[src/logic/irq_pkg.sv]
// Constants shared by the interrupt handler files
package irq_pkg;
	// ****************************************
	// Sizes
	// ****************************************
	localparam int          NUM_SRC     = 15;
	localparam int          IDX_W       = 4;
	localparam int          ADR_W       = 8;
	// ****************************************
	// Register byte addresses
	// ****************************************
	localparam logic [7:0]  ADR_IE      = 8'hA8;
	localparam logic [7:0]  ADR_IP      = 8'hAC;
	localparam logic [7:0]  ADR_EIE     = 8'hB0;
	localparam logic [7:0]  ADR_EIP     = 8'hB4;
	localparam logic [7:0]  ADR_PEND    = 8'hB8;
	localparam logic [7:0]  ADR_STAT    = 8'hBC;
	// ****************************************
	// Fields and reset values
	// ****************************************
	localparam int          GLOBAL_BIT  = 7;
	localparam logic [7:0]  IE_RST      = 8'h00;
	localparam logic [7:0]  IP_RST      = 8'h00;
	localparam logic [7:0]  IP_RD_ONES  = 8'h80;
	localparam logic [7:0]  IP_WR_MASK  = 8'h7F;
	localparam logic [7:0]  EIE_RST     = 8'h00;
	localparam logic [7:0]  EIP_RST     = 8'h00;
	localparam logic [7:0]  EXT_WR_MASK = 8'hB9;
	localparam logic [14:0] SRC_VALID   = 15'h5CFF;
	localparam logic [14:0] SRC_HWCLR   = 15'h000F;
	localparam logic [14:0] PEND_RST    = 15'h0000;
	// ****************************************
	// Vectors
	// ****************************************
	localparam logic [15:0] VEC_RESET   = 16'h0000;
	localparam logic [15:0] VEC_BASE    = 16'h0003;
	localparam logic [15:0] VEC_LAST    = 16'h0073;
endpackage

[src/logic/irq_sel_if.sv]
// Request vector and winner index between handler and encoder
interface irq_sel_if #(parameter int N = 15, parameter int IW = 4);
	logic [N-1:0]  req;
	logic          found;
	logic [IW-1:0] idx;
	modport enc  (input req, output found, output idx);
	modport user (output req, input found, input idx);
endinterface

[src/logic/irq_prio_enc.sv]
// Fixed order encoder: lowest set index wins
module irq_prio_enc #(
	parameter int N  = 15,
	parameter int IW = 4
) (
	irq_sel_if.enc sel
);
	always_comb
	begin
		sel.found = 1'b0;
		sel.idx   = '0;
		for (int i = N - 1; i >= 0; i--)
		begin
			if (sel.req[i])
			begin
				sel.found = 1'b1;
				sel.idx   = IW'(i);
			end
		end
	end
endmodule

[src/logic/irq_handler.sv]
// Two-level vectored interrupt handler with Wishbone registers
//
// The Wishbone slave port is this design's own decision.
module irq_handler
	import irq_pkg::*;
#(
	parameter int N = NUM_SRC
) (
	input  wire logic              clk_i,
	input  wire logic              srst_i,
	input  wire logic              wb_cyc_i,
	input  wire logic              wb_stb_i,
	input  wire logic              wb_we_i,
	input  wire logic [ADR_W-1:0]  wb_adr_i,
	input  wire logic [3:0]        wb_sel_i,
	input  wire logic [31:0]       wb_dat_i,
	output logic      [31:0]       wb_dat_o,
	output logic                   wb_ack_o,
	input  wire logic [N-1:0]      src_event_i,
	input  wire logic              irq_ack_i,
	input  wire logic              return_from_irq_instr_i,
	input  wire logic              instr_done_i,
	output logic                   irq_req_o,
	output logic      [15:0]       irq_vector_o,
	output logic                   irq_level_o
);
	// ****************************************
	// State
	// ****************************************
	logic [7:0]       ie_r;
	logic [7:0]       ip_r;
	logic [7:0]       eie_r;
	logic [7:0]       eip_r;
	logic [N-1:0]     pend_r;
	logic [N-1:0]     pend_nxt;
	logic             act_hi_r;
	logic             act_lo_r;
	logic             hold_r;
	logic [IDX_W-1:0] idx_r;
	logic [31:0]      rdat_nxt;
	logic             req_nxt;
	logic [15:0]      vec_nxt;

	// ****************************************
	// Bus decode
	// ****************************************
	wire              bus_req  = wb_cyc_i & wb_stb_i;
	wire              bus_fire = bus_req & wb_ack_o;
	wire              wr_fire  = bus_fire & wb_we_i;
	wire              lane0    = wb_sel_i[0];
	wire              lane1    = wb_sel_i[1];
	wire              hit_ie   = wb_adr_i == ADR_IE;
	wire              hit_ip   = wb_adr_i == ADR_IP;
	wire              hit_eie  = wb_adr_i == ADR_EIE;
	wire              hit_eip  = wb_adr_i == ADR_EIP;
	wire              hit_pend = wb_adr_i == ADR_PEND;
	wire              hit_stat = wb_adr_i == ADR_STAT;
	wire              wr_ie    = wr_fire & lane0 & hit_ie;
	wire              wr_ip    = wr_fire & lane0 & hit_ip;
	wire              wr_eie   = wr_fire & lane0 & hit_eie;
	wire              wr_eip   = wr_fire & lane0 & hit_eip;
	wire              wr_pend  = wr_fire & hit_pend;
	wire [N-1:0]      lane_msk = N'({{8{lane1}}, {8{lane0}}});
	wire [N-1:0]      wr_val   = N'(wb_dat_i[15:0]);

	always_comb
	begin
		rdat_nxt = 32'h0000_0000;
		if (hit_ie)
			rdat_nxt[7:0] = ie_r;
		else if (hit_ip)
			rdat_nxt[7:0] = ip_r | IP_RD_ONES;
		else if (hit_eie)
			rdat_nxt[7:0] = eie_r;
		else if (hit_eip)
			rdat_nxt[7:0] = eip_r;
		else if (hit_pend)
			rdat_nxt[N-1:0] = pend_r;
		else if (hit_stat)
			rdat_nxt[7:0] = {hold_r, act_lo_r, act_hi_r, irq_req_o, idx_r};
	end

	// Single wait state; unmapped addresses answer zero
	always_ff @(posedge clk_i)
	begin
		if (srst_i)
		begin
			wb_ack_o <= 1'b0;
			wb_dat_o <= 32'h0000_0000;
		end
		else
		begin
			wb_ack_o <= bus_req & ~wb_ack_o;
			wb_dat_o <= rdat_nxt;
		end
	end

	// ****************************************
	// Control registers
	// ****************************************
	always_ff @(posedge clk_i)
	begin
		if (srst_i)
		begin
			ie_r  <= IE_RST;
			ip_r  <= IP_RST;
			eie_r <= EIE_RST;
			eip_r <= EIP_RST;
		end
		else
		begin
			if (wr_ie)
				ie_r <= wb_dat_i[7:0];
			if (wr_ip)
				ip_r <= wb_dat_i[7:0] & IP_WR_MASK;
			if (wr_eie)
				eie_r <= wb_dat_i[7:0] & EXT_WR_MASK;
			if (wr_eip)
				eip_r <= wb_dat_i[7:0] & EXT_WR_MASK;
		end
	end

	// ****************************************
	// Per-source enable and priority maps
	// ****************************************
	wire          global_en = ie_r[GLOBAL_BIT];
	wire [N-1:0]  en_src    = {eie_r[7], 1'b0, eie_r[5:3], 2'b00,
	                           eie_r[0], ie_r[6:0]};
	wire [N-1:0]  pr_src    = {eip_r[7], 1'b0, eip_r[5:3], 2'b00,
	                           eip_r[0], ip_r[6:0]};

	// ****************************************
	// Pending flags
	// ****************************************
	// Set beats clear so an event never drops in a clear cycle
	wire          vec_take = irq_ack_i & irq_req_o;
	wire [N-1:0]  ack_oh   = N'(1) << idx_r;
	wire [N-1:0]  hw_clr   = vec_take ? (ack_oh & SRC_HWCLR) : '0;
	wire [N-1:0]  sw_clr   = wr_pend ? (lane_msk & ~wr_val) : '0;
	wire [N-1:0]  sw_set   = wr_pend ? (lane_msk & wr_val) : '0;
	wire [N-1:0]  set_all  = (src_event_i | sw_set) & SRC_VALID;

	assign pend_nxt = (pend_r & ~(hw_clr | sw_clr)) | set_all;

	always_ff @(posedge clk_i)
	begin
		if (srst_i)
			pend_r <= PEND_RST;
		else
			pend_r <= pend_nxt;
	end

	// ****************************************
	// Arbitration
	// ****************************************
	irq_sel_if #(.N(N), .IW(IDX_W)) hi_sel ();
	irq_sel_if #(.N(N), .IW(IDX_W)) lo_sel ();

	// Flags stay set while masked; only the request is gated
	wire [N-1:0]  elig = pend_r & en_src & {N{global_en}};
	assign hi_sel.req = elig & pr_src;
	assign lo_sel.req = elig & ~pr_src;

	irq_prio_enc #(.N(N), .IW(IDX_W)) u_hi_enc (.sel(hi_sel));
	irq_prio_enc #(.N(N), .IW(IDX_W)) u_lo_enc (.sel(lo_sel));

	// High routine blocks all; low routine blocks low
	wire          hi_ok    = hi_sel.found & ~act_hi_r;
	wire          lo_ok    = lo_sel.found & ~act_hi_r & ~act_lo_r;
	wire          blocked  = hold_r | return_from_irq_instr_i | vec_take;
	wire          win_hi   = hi_ok;
	wire [IDX_W-1:0] win_idx = win_hi ? hi_sel.idx : lo_sel.idx;

	assign req_nxt = (hi_ok | lo_ok) & ~blocked;
	assign vec_nxt = VEC_BASE + {9'h000, win_idx, 3'b000};

	// ****************************************
	// Core handshake
	// ****************************************
	// Request follows one detect cycle; core adds the call cycles
	always_ff @(posedge clk_i)
	begin
		if (srst_i)
		begin
			irq_req_o    <= 1'b0;
			irq_vector_o <= VEC_RESET;
			irq_level_o  <= 1'b0;
			idx_r        <= '0;
		end
		else
		begin
			irq_req_o <= req_nxt;
			if (req_nxt)
			begin
				irq_vector_o <= vec_nxt;
				irq_level_o  <= win_hi;
				idx_r        <= win_idx;
			end
		end
	end

	// Return frees the top level; hold lasts one instruction
	always_ff @(posedge clk_i)
	begin
		if (srst_i)
		begin
			act_hi_r <= 1'b0;
			act_lo_r <= 1'b0;
			hold_r   <= 1'b0;
		end
		else
		begin
			if (vec_take && irq_level_o)
				act_hi_r <= 1'b1;
			else if (return_from_irq_instr_i && act_hi_r)
				act_hi_r <= 1'b0;
			if (vec_take && !irq_level_o)
				act_lo_r <= 1'b1;
			else if (return_from_irq_instr_i && !act_hi_r)
				act_lo_r <= 1'b0;
			if (return_from_irq_instr_i)
				hold_r <= 1'b1;
			else if (instr_done_i)
				hold_r <= 1'b0;
		end
	end
endmodule

[config.mk]
export PLATFORM = sky130hd
export DESIGN_NAME = irq_handler
export DESIGN_NICKNAME = d
export VERILOG_FILES = /design/src/logic/irq_pkg.sv /design/src/logic/irq_sel_if.sv /design/src/logic/irq_prio_enc.sv /design/src/logic/irq_handler.sv
export SDC_FILE = /design/constraint.sdc
export NUM_CORES = 1
export LEC_CHECK = 0
export BUFFER_PORTS_ARGS = -buffer_cell sky130_fd_sc_hd__buf_2
export CELL_PAD_IN_SITES_DETAIL_PLACEMENT = 2
export CELL_PAD_IN_SITES_GLOBAL_PLACEMENT = 2
export CORE_ASPECT_RATIO = 1.25
export CORE_UTILIZATION = 30
export CTS_BUF_LIST = sky130_fd_sc_hd__clkbuf_4
export DETAILED_ROUTE_END_ITERATION = 8
export PLACE_DENSITY_LB_ADDON = 0.1
export SLEW_MARGIN = 20
export SYNTH_ARGS = -nofsm -noshare
export SYNTH_HDL_FRONTEND = slang
export SYNTH_SLANG_ARGS = --single-unit
[constraint.sdc]
create_clock -name clk_i -period 4.36 [get_ports clk_i]
set_input_delay 0.436 -clock clk_i [delete_from_list [all_inputs] [get_ports clk_i]]
set_output_delay 0.436 -clock clk_i [all_outputs]
set_load 0.02 [all_outputs]
# --- Word-level counts from Yosys, hierarchy flattened ---
# Index checks and enable logic that the tools add are counted.
totals:
  output_inout_bits: 51
  in_bits: 67
  ff_bits: 98
op_classes:
  n_reduce_logical: 10
  eq_ne: 6
  n_bitwise: 36
  n_addsub: 1
  mux: 76
  shifts: 1
op_table:
  columns: ["operator", "n"]
  rows:
  - ["4-bit 2-to-1 mux", 32]
  - ["15-bit AND", 7]
  - ["8-bit == test (second input constant)", 6]
  - ["8-bit 2-to-1 mux", 6]
  - ["15-bit NOT", 3]
  - ["1-bit 2-to-1 mux", 36]
  - ["15-bit 2-to-1 mux", 2]
  - ["15-bit OR", 2]
  - ["1-bit AND", 15]
  - ["4-bit by 15-bit OR with 15-bit output", 1]
  - ["2-bit by 7-bit adder with 8-bit output (first input constant)", 1]
  - ["2-bit nonzero test", 3]
  - ["6-bit OR reduction", 1]
  - ["1-bit NOT", 5]
  - ["1-bit logical AND", 4]
  - ["1-bit by 4-bit left shift with 4-bit output (first input constant)", 1]
  - ["1-bit OR", 3]
  - ["1-bit zero test", 2]

# --- Logic depth before layout (Yosys ltp) ---
# Gate-level depths: netlist of the first run.
logic_depth:
  depth_word: 22
  ltp_mapped: 8
  depth_no_buf: 6

# --- Cells and area by module ---
# A second synthesis of the first run with hierarchy kept.
hier_totals:
  cells_unflattened: 414
  hier_area_um2: 3631.0
by_module_without_submodules:
  columns: ["module", "instances", "cells_per_inst", "area_each_um2"]
  rows:
  - ["irq_handler", 1, 360, 3310.7]
  - ["irq_prio_enc", 2, 27, 160.2]

# --- Worst setup path before layout of the first run ---
# No wires, ideal clock.
synth_timing:
  path_kind: "input-to-reg"
  start: "input wb_adr_i[4]"
  end: "register pend_r[2]"
  slack_ns: 2.241
  required_time_ns: 4.232
  cell_stages: 8
  t_arrival_ns: 1.991
  setup_time_ns: 0.128
  path_buffers: 2
  cell_sequence: "buf_2 inv_1 nor4_2 and2_1 buf_2 a211oi_1 a211oi_1 nor2_1"
synth_between:
  elab_chain_cells: 7
  word_cells_on_any_way: 9
  cone_classes: "eq/ne (1); mux (2); bitwise (6)"
synth_lines:
  columns: ["element", "line_no", "source"]
  rows:
  - ["start, declared", "irq_handler.sv:14", "input wire logic [ADR_W-1:0] wb_adr_i,"]
  - ["8-bit == test *", "irq_handler.sv:56", "wire hit_pend = wb_adr_i == ADR_PEND;"]
  - ["1-bit AND *", "irq_handler.sv:62", "wire wr_pend = wr_fire & hit_pend;"]
  - ["15-bit 2-to-1 mux", "irq_handler.sv:139", "wire [N-1:0] sw_clr = wr_pend ? (lane_msk & ~wr_val) : '0;"]
  - ["4-bit by 15-bit OR with 15-bit output", "irq_handler.sv:143", "assign pend_nxt = (pend_r & ~(hw_clr | sw_clr)) | set_all;"]
  - ["15-bit NOT", "irq_handler.sv:143", null]
  - ["15-bit AND", "irq_handler.sv:143", null]
  - ["15-bit OR *", "irq_handler.sv:143", null]
  - ["end signal, assigned", "irq_handler.sv:150", "pend_r <= pend_nxt;"]
  - ["end, declared", "irq_handler.sv:34", "logic [N-1:0] pend_r;"]
# Mark *: on every way between the ends. The rest lies on a longest branch, timed or not.
# A chain may end at the register's enable or synchronous reset.

# --- Worst setup path in the final report of the first run ---
layout_timing:
  start: "register ie_r[7]"
  end: "register idx_r[2]"
layout_between:
  elab_chain_cells: 21
  word_cells_on_any_way: 69
  cone_classes: "mux (61); bitwise (8)"
layout_lines:
  columns: ["element", "line_no", "source"]
  rows:
  - ["start, declared", "irq_handler.sv:30", "logic [7:0] ie_r;"]
  - ["start signal, assigned", "irq_handler.sv:113", "ie_r <= wb_dat_i[7:0];"]
  - ["15-bit AND *", "irq_handler.sv:160", "wire [N-1:0] elig = pend_r & en_src & {N{global_en}};"]
  - ["15-bit AND", "irq_handler.sv:162", "assign lo_sel.req = elig & ~pr_src;"]
  - ["1-bit 2-to-1 mux (15 in series)", "irq_prio_enc.sv:14", "if (sel.req[i])"]
  - ["1-bit AND (2 in series)", "irq_handler.sv:169", "wire lo_ok = lo_sel.found & ~act_hi_r & ~act_lo_r;"]
  - ["1-bit OR", "irq_handler.sv:174", "assign req_nxt = (hi_ok | lo_ok) & ~blocked;"]
  - ["1-bit AND", "irq_handler.sv:174", null]
  - ["end signal, assigned", "irq_handler.sv:197", "idx_r <= win_idx;"]
  - ["end, declared", "irq_handler.sv:39", "logic [IDX_W-1:0] idx_r;"]
# Marks and branches as above.

==> results of run 1 <==
## logic make-up after synthesis
logic type	share of synthesized area (%)
AO/OA/AOI/OAI	17.06
buffers and inverters	10.91
AND/OR/NAND/NOR	26.92
other	0.1090
multiplexers	6.584
flip-flops	38.41
## worst max-delay path: cells and delay by family (launching register included)
family,cells,cell delay (ns)
flip-flops,1,0.92
AND/OR/NAND/NOR,3,0.91
AO/OA/AOI/OAI,3,0.67
## cells in the mapped netlist (4+ instances only)
cell type and count:
nand4_2 4, nand4_1 10, nand4b_1 5, a311oi_1 4, o21ai_0 12, nor3b_1 5, buf_4 30, mux2_2 5
clkbuf_1 11, mux2i_1 17, a211oi_1 7, nand3_1 16, nor2_1 41, inv_1 17, and4b_1 7, a21oi_1 46
nand2_1 33, nor3_1 4, dfxtp_1 66, nand2b_1 5, and2_1 8
## power by group through the flow
stage          Sequential (mW)  Combinational [mW]  Clock (mW)
2_1_floorplan            0.635              0.0725           0
3_3_place_gp             0.638              0.0924           0
3_5_place_dp             0.638              0.0953           0
4_1_cts                  0.625              0.0955       0.363
5_1_grt                  0.626               0.105       0.385
6_report                 0.624              0.0947       0.344
## final cells by class
cell class                 instances  share of cell area, %
sequential                        66                  33.94
tap                              135                  4.339
timing repair buffer              73                  9.707
multi-input combinational        303                  47.83
inverter                          17                  1.639
clock buffer                      10                  1.929
clock inverter                     6                 0.6107
## layer usage
metal | share of wire [%] | wire length (um)
met5 | 0 | 0
met2 | 51 | 5746
met1 | 44 | 4955
met3 | 3.5 | 390
met4 | 1.1 | 122
## stage by stage
step | std cells | hold slack, ns | cell area [um2]
final | 610 | 0.2130 | 3892
after global routing | 610 | 0.2057 | 3892
after CTS | 610 | 0.1888 | 3892
after detailed placement | 594 | 0.4401 | 3794
after global placement | 594 | 0.4262 | 3794
after floorplan | 433 | 0.4211 | 3537
## final timing paths
check                               startpoint  depth (start not counted)   endpoint  slack, ns
worst max-delay path                   ie_r[7]                          6   idx_r[2]       1.79
worst min-delay path            src_event_i[2]                          3  pend_r[2]       0.21
worst max register to register         ie_r[7]                          6   idx_r[2]       1.79
worst min register to register        wb_ack_o                          1   wb_ack_o       0.45
## state kept, by name, summed over array words and instances (netlist names)
name,count
eie_r,5
act_hi_r,1
pend_r,15
irq_req_o,1
ip_r,7
wb_ack_o,1
idx_r,4
irq_level_o,1
irq_vector_o,1
eip_r,5
wb_dat_o,15
hold_r,1
ie_r,8
act_lo_r,1
==> impl_metrics.ini, run 1 <==
[route]
wl_mm = 11.22
first_iter_violations = 110
postRouteAntennaNets = 0
drt_first_pass_iters = 6
drt-wirelength-per-cell_um = 18.39
viasPerCell = 5.220
drc = 6
num_vias = 3184

[global_route]
antenna_found_initial = 0
grt_pass1_wl_mm = 17.78
grt_use_total_pct = 19.80
use_met1_pct = 24.09
grt_pass1_vias = 3303
grt_max_degree = 58
grt-busiest-layer = met2
gr-total-overflow = 0
grt_use_met2_pct = 35.73
globalRouteMet3Util_pct = 3.385

[final_layout]
antenna_cells = 0
layout_common_cells = 68 x buf_2, 66 x dfxtp_1, 46 x a21oi_1, 41 x nor2_1, 33 x nand2_1
drive_above_1_share_pct = 21.89
area_growth_syn_to_layout_pct = 13.17
multiInputGateArea_um2 = 1862
regArea_um2 = 1321
utilization_pct = 34.95
fill_cells = 1322
layout_commonest_cell = buf_2
finalNetCount = 537

[timing]
finClkSkew_ns = 0.01702
tightest_slew_ns = 0.9007
final.setup.tns_ns = 0
drv_slew = 0
finalHoldViolCount = 0
slew_headroom_pct = 39.87
period_needed_ns = 2.571
fmax_mhz = 389.0
rsz0062_at_grt = false
worst_slack_ns = 1.789
fin_crit_sh_pct = 58.96
setup_viol = 0

[power_and_ir_drop]
pwr-share-seq_pct = 58.8
intPower_uw = 756.0
pwr_density_cell_nw_per_um2 = 272.9
ir_drop_uv = 128.6
pwr-share-clk_pct = 32.3
power_mw = 1.062
p_sw_uw = 306.5
p_leak_nw = 1.636
switching_share_pct = 28.85
pwr-share-comb_pct = 8.9

[setup_path]
critPathMaxFanout = 27
critPathMaxStageDelay_ns = 0.92
crit_chain = nand4_1 -> nand4_2 -> and4bb_4 -> o21ai_2 -> o221ai_1 -> a21oi_1
end_kind = register
critical_path_required_ns = 4.73
start_kind = register
critPathKind = register to register
critPathSlowestCell = dfxtp_1
worstPathArrival_ns = 2.94

[clock_network]
h-tree-depth = 3
cts_sinks = 66
numCtsBuffers = 9
root_buffer = clkbuf_4
clk_path_buf_depth = 2
cts.reportedPaths.clkPinSlew_ns = 0.11
cts_tree = done
cts_setup_buffers = 0
post_cts_resized = 0
clk_latency_ns = 0.44
hold_buffers = 0

[place]
place_congestion = 0.7772
place_ws_ns = 1.742
port_buffers = 68
dp_hpwl_mm = 8.476

[yosys]
seq_area_frac_synth_pct = 38.41
syn_avg_cell_area_um2 = 8.451
async_reset_ff_share_pct = 0
synth_area_um2 = 3440
ys_ff_latch = 66
synthTopCellsByArea = dfxtp_1 38%, a21oi_1 6.7%, buf_4 6.5%
yosysTopAreaCell = dfxtp_1
synth-main-ff-cell = dfxtp_1
synth_warnings = 0
netlist.area_leader.share_pct = 38.41
syn-instance-count = 407
synth_edf_count = 0
synthDistinctLibCells = 57

[status]
status = complete, but fails checks
violations = DRC

[die]
die_y_um = 121.7
start_util_pct = 30.88
io_pins = 118
core_area_um2 = 11140
die_area_um2 = 11900
die_w_um = 97.77
rows = 43

[flow_run]
maxCapViolCount = 0

[worst_hold_path]
hp-class = input port to register
(Power assumes the default switching activity.)
==> run 2: changes to the inputs <==
--- a/config.mk
+++ b/config.mk
@@ -9,7 +9,7 @@
 export CELL_PAD_IN_SITES_DETAIL_PLACEMENT = 2
 export CELL_PAD_IN_SITES_GLOBAL_PLACEMENT = 2
 export CORE_ASPECT_RATIO = 1.25
-export CORE_UTILIZATION = 30
+export CORE_UTILIZATION = 29
 export CTS_BUF_LIST = sky130_fd_sc_hd__clkbuf_4
 export DETAILED_ROUTE_END_ITERATION = 8
 export PLACE_DENSITY_LB_ADDON = 0.1
==> constraint.sdc (replaced) <==
create_clock -name clk_i -period 2.4 [get_ports clk_i]
set_input_delay 0.24 -clock clk_i [delete_from_list [all_inputs] [get_ports clk_i]]
set_output_delay 0.24 -clock clk_i [all_outputs]
set_load 0.02 [all_outputs]
==> impl_metrics.ini, run 2 (same netlist as run 1, synthesis figures left out) <==
[status]
status = finished, final reports clean

[setup_path]
end_kind = register
critPathSlowestCell = or4b_4
critPathMaxStageDelay_ns = 0.56
cp_top_family = simple AND/OR/NAND/NOR gates
crit_chain = buf_12 -> and4b_1 -> or4b_4 -> o31ai_4 -> o21ai_2 -> buf_4 -> a311oi_1
critPathKind = register to register
critPathMaxFanout = 27
critical_path_required_ns = 2.73
crit_buf_inv = 2
worstPathArrival_ns = 2.56
start_kind = register

[route]
viasPerCell = 5.188
drt-wirelength-per-cell_um = 18.10
num_vias = 3336
drc = 0
postRouteAntennaNets = 0
drt_first_pass_iters = 4
wl_mm = 11.64
first_iter_violations = 132

[clock_network]
clk_latency_ns = 0.44
cts_sinks = 66
root_buffer = clkbuf_4
cts_tree = done
cts.reportedPaths.clkPinSlew_ns = 0.11
cts_setup_buffers = 0
numCtsBuffers = 9
clk_path_buf_depth = 2
h-tree-depth = 3

[final_layout]
finalNetCount = 568
regArea_um2 = 1321
largest_registers = pend_r (15), wb_dat_o (15), ie_r (8)
area_growth_syn_to_layout_pct = 21.54
layout_common_cells = 68 x buf_2, 66 x dfxtp_1, 46 x a21oi_1, 41 x nor2_1, 33 x nand2_1
drive_above_1_share_pct = 25.94
fill_cells = 1373
antenna_cells = 0
multiInputGateArea_um2 = 1853
layout.cells.non_filler = 643
layout_commonest_cell = buf_2

[power_and_ir_drop]
p_sw_uw = 555.9
pwr-share-clk_pct = 35.7
ir_drop_uv = 260.2
switching_share_pct = 27.22
intPower_mw = 1.486
pwr_density_cell_nw_per_um2 = 488.5
pwr-share-comb_pct = 8.9
p_leak_nw = 1.797
pwr-share-seq_pct = 55.5
power_mw = 2.042

[timing]
slew_headroom_pct = 57.38
rsz0062_at_grt = false
fmax_mhz = 448.8
tightest_slew_ns = 0.6393
finalHoldViolCount = 0
finClkSkew_ns = 0.01966
period_needed_ns = 2.228
drv_slew = 0
setup_viol = 0
final.setup.tns_ns = 0
whs_ns = 0.02222
fin_crit_sh_pct = 92.84

[die]
rows = 44
die_w_um = 99.41
start_util_pct = 29.75
io_pins = 118
core_area_um2 = 11560
die_area_um2 = 12300
die_y_um = 123.8

[worst_hold_path]
hp-class = input port to register

[global_route]
gr-total-overflow = 0
grt_max_degree = 57
grt_pass1_wl_mm = 18.20
antenna_found_initial = 0
grt_pass1_vias = 3413
grt_use_total_pct = 19.84

[place]
port_buffers = 68
dp_hpwl_mm = 8.754
dpl.cell_count = 623
place_congestion = 0.7308

[flow_run]
maxCapViolCount = 0
## run 2: power groups by stage
stage / combinational [mW] / clock (mW) / sequential (mW)
6_report: 0.181 / 0.729 / 1.13
4_1_cts: 0.182 / 0.756 / 1.13
3_5_place_dp: 0.175 / 0 / 1.16
5_1_grt: 0.200 / 0.796 / 1.14
3_3_place_gp: 0.171 / 0 / 1.16
2_1_floorplan: 0.132 / 0 / 1.15
## run 2: repair_timing
action,in CTS,in global routing
gates resized for setup,0,0
endpoints found under the hold margin,5,0
hold buffers,5,0
## run 2: worst paths after layout
path,cells past startpoint,startpoint,to,slack (ns)
worst max-delay path,7,ie_r[7],idx_r[1],0.17
worst min-delay path,3,src_event_i[1],pend_r[1],0.02
worst max register to register,7,ie_r[7],idx_r[1],0.17
worst min register to register,1,wb_ack_o,wb_ack_o,0.45
## run 2: cell type report
cell class	instances	share of cell area, %
clock buffer	10	1.796
clock inverter	5	1.107
inverter	17	1.526
multi-input combinational	303	44.33
sequential	66	31.61
tap	138	4.131
timing repair buffer	104	15.50
## run 2: metal layers
metal  global-route usage, %  up-vias  wire length, um
met4                   9.283        0              267
met2                   35.42       66             5837
met1                   23.91     1655             5227
li1                        -     1602                -
met5                       0        -                0
met3                   2.189       13              305
## run 2: worst min-delay path: cells and delay by family
kind                   cells  cell delay, ns
AO/OA/AOI/OAI              1            0.04
AND/OR/NAND/NOR            1            0.08
buffers and inverters      1            0.08
## run 2: metrics by stage
step	instance area, um2	worst slack, ns	utilization, %
floorplan	3537	0.4049	-
global placement	4009	0.2554	34.68
detailed placement	4009	0.2217	34.68
CTS	4180	0.1527	36.16
global route	4180	0.02510	36.16
finish	4180	0.1719	36.16
==> run 3: changes to the inputs <==
--- a/config.mk
+++ b/config.mk
@@ -13,6 +13,8 @@
 export CTS_BUF_LIST = sky130_fd_sc_hd__clkbuf_4
 export DETAILED_ROUTE_END_ITERATION = 8
 export PLACE_DENSITY_LB_ADDON = 0.1
+export REMOVE_ABC_BUFFERS = 1
+export SETUP_SLACK_MARGIN = 0.4
 export SLEW_MARGIN = 20
 export SYNTH_ARGS = -nofsm -noshare
 export SYNTH_HDL_FRONTEND = slang
==> impl_metrics.ini, run 3 (same netlist as run 1, synthesis figures left out) <==
[timing]
slew_headroom_pct = 56.09
worst_slack_ns = 0.2585
fin_crit_sh_pct = 89.23
tightest_slew_ns = 0.6527
setup_viol = 0
drv_slew = 0
rsz0062_at_grt = true
fmax_mhz = 467.0
finClkSkew_ns = 0.01462
period_needed_ns = 2.142
whs_ns = 0.02385
finalHoldViolCount = 0

[final_layout]
drive_above_1_share_pct = 27.59
finalNetCount = 574
antenna_cells = 0
area_growth_syn_to_layout_pct = 23.54
multiInputGateArea_um2 = 1883
fill_cells = 1360
layout_commonest_cell = buf_2
largest_registers = pend_r (15), wb_dat_o (15), ie_r (8)
layout_common_cells = 68 x buf_2, 65 x dfxtp_1, 46 x a21oi_1, 40 x nor2_1, 33 x nand2_1
regArea_um2 = 1323
utilization_pct = 36.75
fin_area_um2 = 4249

[route]
wl_mm = 11.71
first_iter_violations = 103
viasPerCell = 5.166
drc = 0
num_vias = 3353
drt-wirelength-per-cell_um = 18.04
drt_first_pass_iters = 4
postRouteAntennaNets = 0

[die]
die_area_um2 = 12300
rows = 44
die_y_um = 123.8
start_util_pct = 29.75
io_pins = 118
die_w_um = 99.41
core_area_um2 = 11560

[power_and_ir_drop]
pwr_density_cell_nw_per_um2 = 462.1
pwr-share-comb_pct = 9.7
power_mw = 1.963
pwr-share-seq_pct = 57.7
pwr-share-clk_pct = 32.7
p_sw_uw = 561.6
ir_drop_uv = 273.5
p_leak_nw = 1.826
intPower_mw = 1.402
switching_share_pct = 28.60

[worst_hold_path]
hp-class = input port to register
worstHoldStart = wb_stb_i
hold_depth = 3
min_to = wb_ack_o

[clock_network]
cts_tree = done
clk_path_buf_depth = 2
root_buffer = clkbuf_4
numCtsBuffers = 9
h-tree-depth = 3
cts.reportedPaths.clkPinSlew_ns = 0.11
cts_sinks = 66
clk_latency_ns = 0.45

[global_route]
gr-total-overflow = 0
grt_max_degree = 57
antenna_found_initial = 0
grt_pass1_wl_mm = 18.64
grt_pass1_vias = 3514
grt_use_total_pct = 20.24

[place]
place_ws_ns = 0.1963
port_buffers = 68
place_congestion = 0.7932
dp_hpwl_mm = 9.043
place_area_um2 = 4024

[setup_path]
critPathSlowestCell = or4b_4
rr_worst_depth = 7
r2r-start = ie_r[7]
end_kind = register
critPathKind = register to register
critPathMaxStageDelay_ns = 0.54
critPathMaxFanout = 22
critical_path_required_ns = 2.76
r2r_setup_slack_ns = 0.26
worstPathArrival_ns = 2.50
start_kind = register
r2r_end = idx_r[1]
crit_chain = buf_12 -> and4b_1 -> or4b_4 -> o31ai_4 -> o21ai_4 -> buf_6 -> a311oi_2

[status]
status = finished, final reports clean

[flow_run]
maxCapViolCount = 0
==> run 3: cell count changes in the layout (fill, tap and decap cells not counted), moves of 2 or more <==
cell           previous run  this run
buf_4                    29        31
dlygate4sd3_1             5         8
a311oi_2                  0         2
a311oi_1                  4         2
==> run 3: layer usage <==
metal	track usage (%)	vias up	wire [um]	part of all wire, %
li1	-	1615	-	-
met1	24.02	1663	5126	44
met2	37.07	61	6077	52
met3	3.030	14	324	2.8
met4	7.077	0	181	1.5
met5	0	-	0	0
==> run 3: worst max path at each step <==
stage                start              end  slack [ns]  depth (start not counted)
3_3_place_gp       ie_r[7]         idx_r[1]        0.26                          7
5_1_grt            ie_r[7]         idx_r[0]        0.14                          7
2_1_floorplan  wb_adr_i[6]         eip_r[0]       -0.02                          5
4_1_cts            ie_r[7]  irq_vector_o[1]        0.22                          8
6_report           ie_r[7]         idx_r[1]        0.26                          7
3_5_place_dp       ie_r[7]         idx_r[3]        0.20                          8
==> run 3: final cells by class <==
cell class	count	share of cell area, %
Inverter	17	1.502
Sequential cell	66	31.12
Multi-Input combinational cell	303	44.32
Clock buffer	11	1.943
Clock inverter	4	0.4711
Tap cell	138	4.064
Timing Repair Buffer	110	16.58
==> run 3: timing repair <==
action / 4_1_cts / 5_1_grt
endpoints found under the setup margin: 6 / 7
hold buffers: 8 / 0
buffers inserted: 1 / 0
pin swaps: 2 / 2
gates cloned: 0 / 0
resized for setup: 7 / 1
hold endpoints to repair: 8 / 0
==> run 3: per-stage QoR <==
| stage | TNS, ns | std cells |
|---|---|---|
| after global routing | 0 | 649 |
| after CTS | 0 | 649 |
| final | 0 | 649 |
| after detailed placement | 0 | 625 |
| after floorplan | -0.1263 | 386 |
| after global placement | 0 | 625 |
==> run 3: worst max-delay path, delay by kind of cell (launching register included) <==
kind	cells	cell delay, ns
DFF	1	0.35
buffers and inverters	2	0.29
and+or+nand+nor	2	0.76
AOI/OAI and AO/OA	3	0.65
==> run 3: power groups by stage <==
stage / registers, mW / clock network (mW) / logic [mW]
4_1_cts: 1.13 / 0.669 / 0.192
5_1_grt: 1.14 / 0.694 / 0.212
3_5_place_dp: 1.16 / 0 / 0.181
3_3_place_gp: 1.16 / 0 / 0.177
6_report: 1.13 / 0.641 / 0.190
2_1_floorplan: 1.15 / 0 / 0.0800
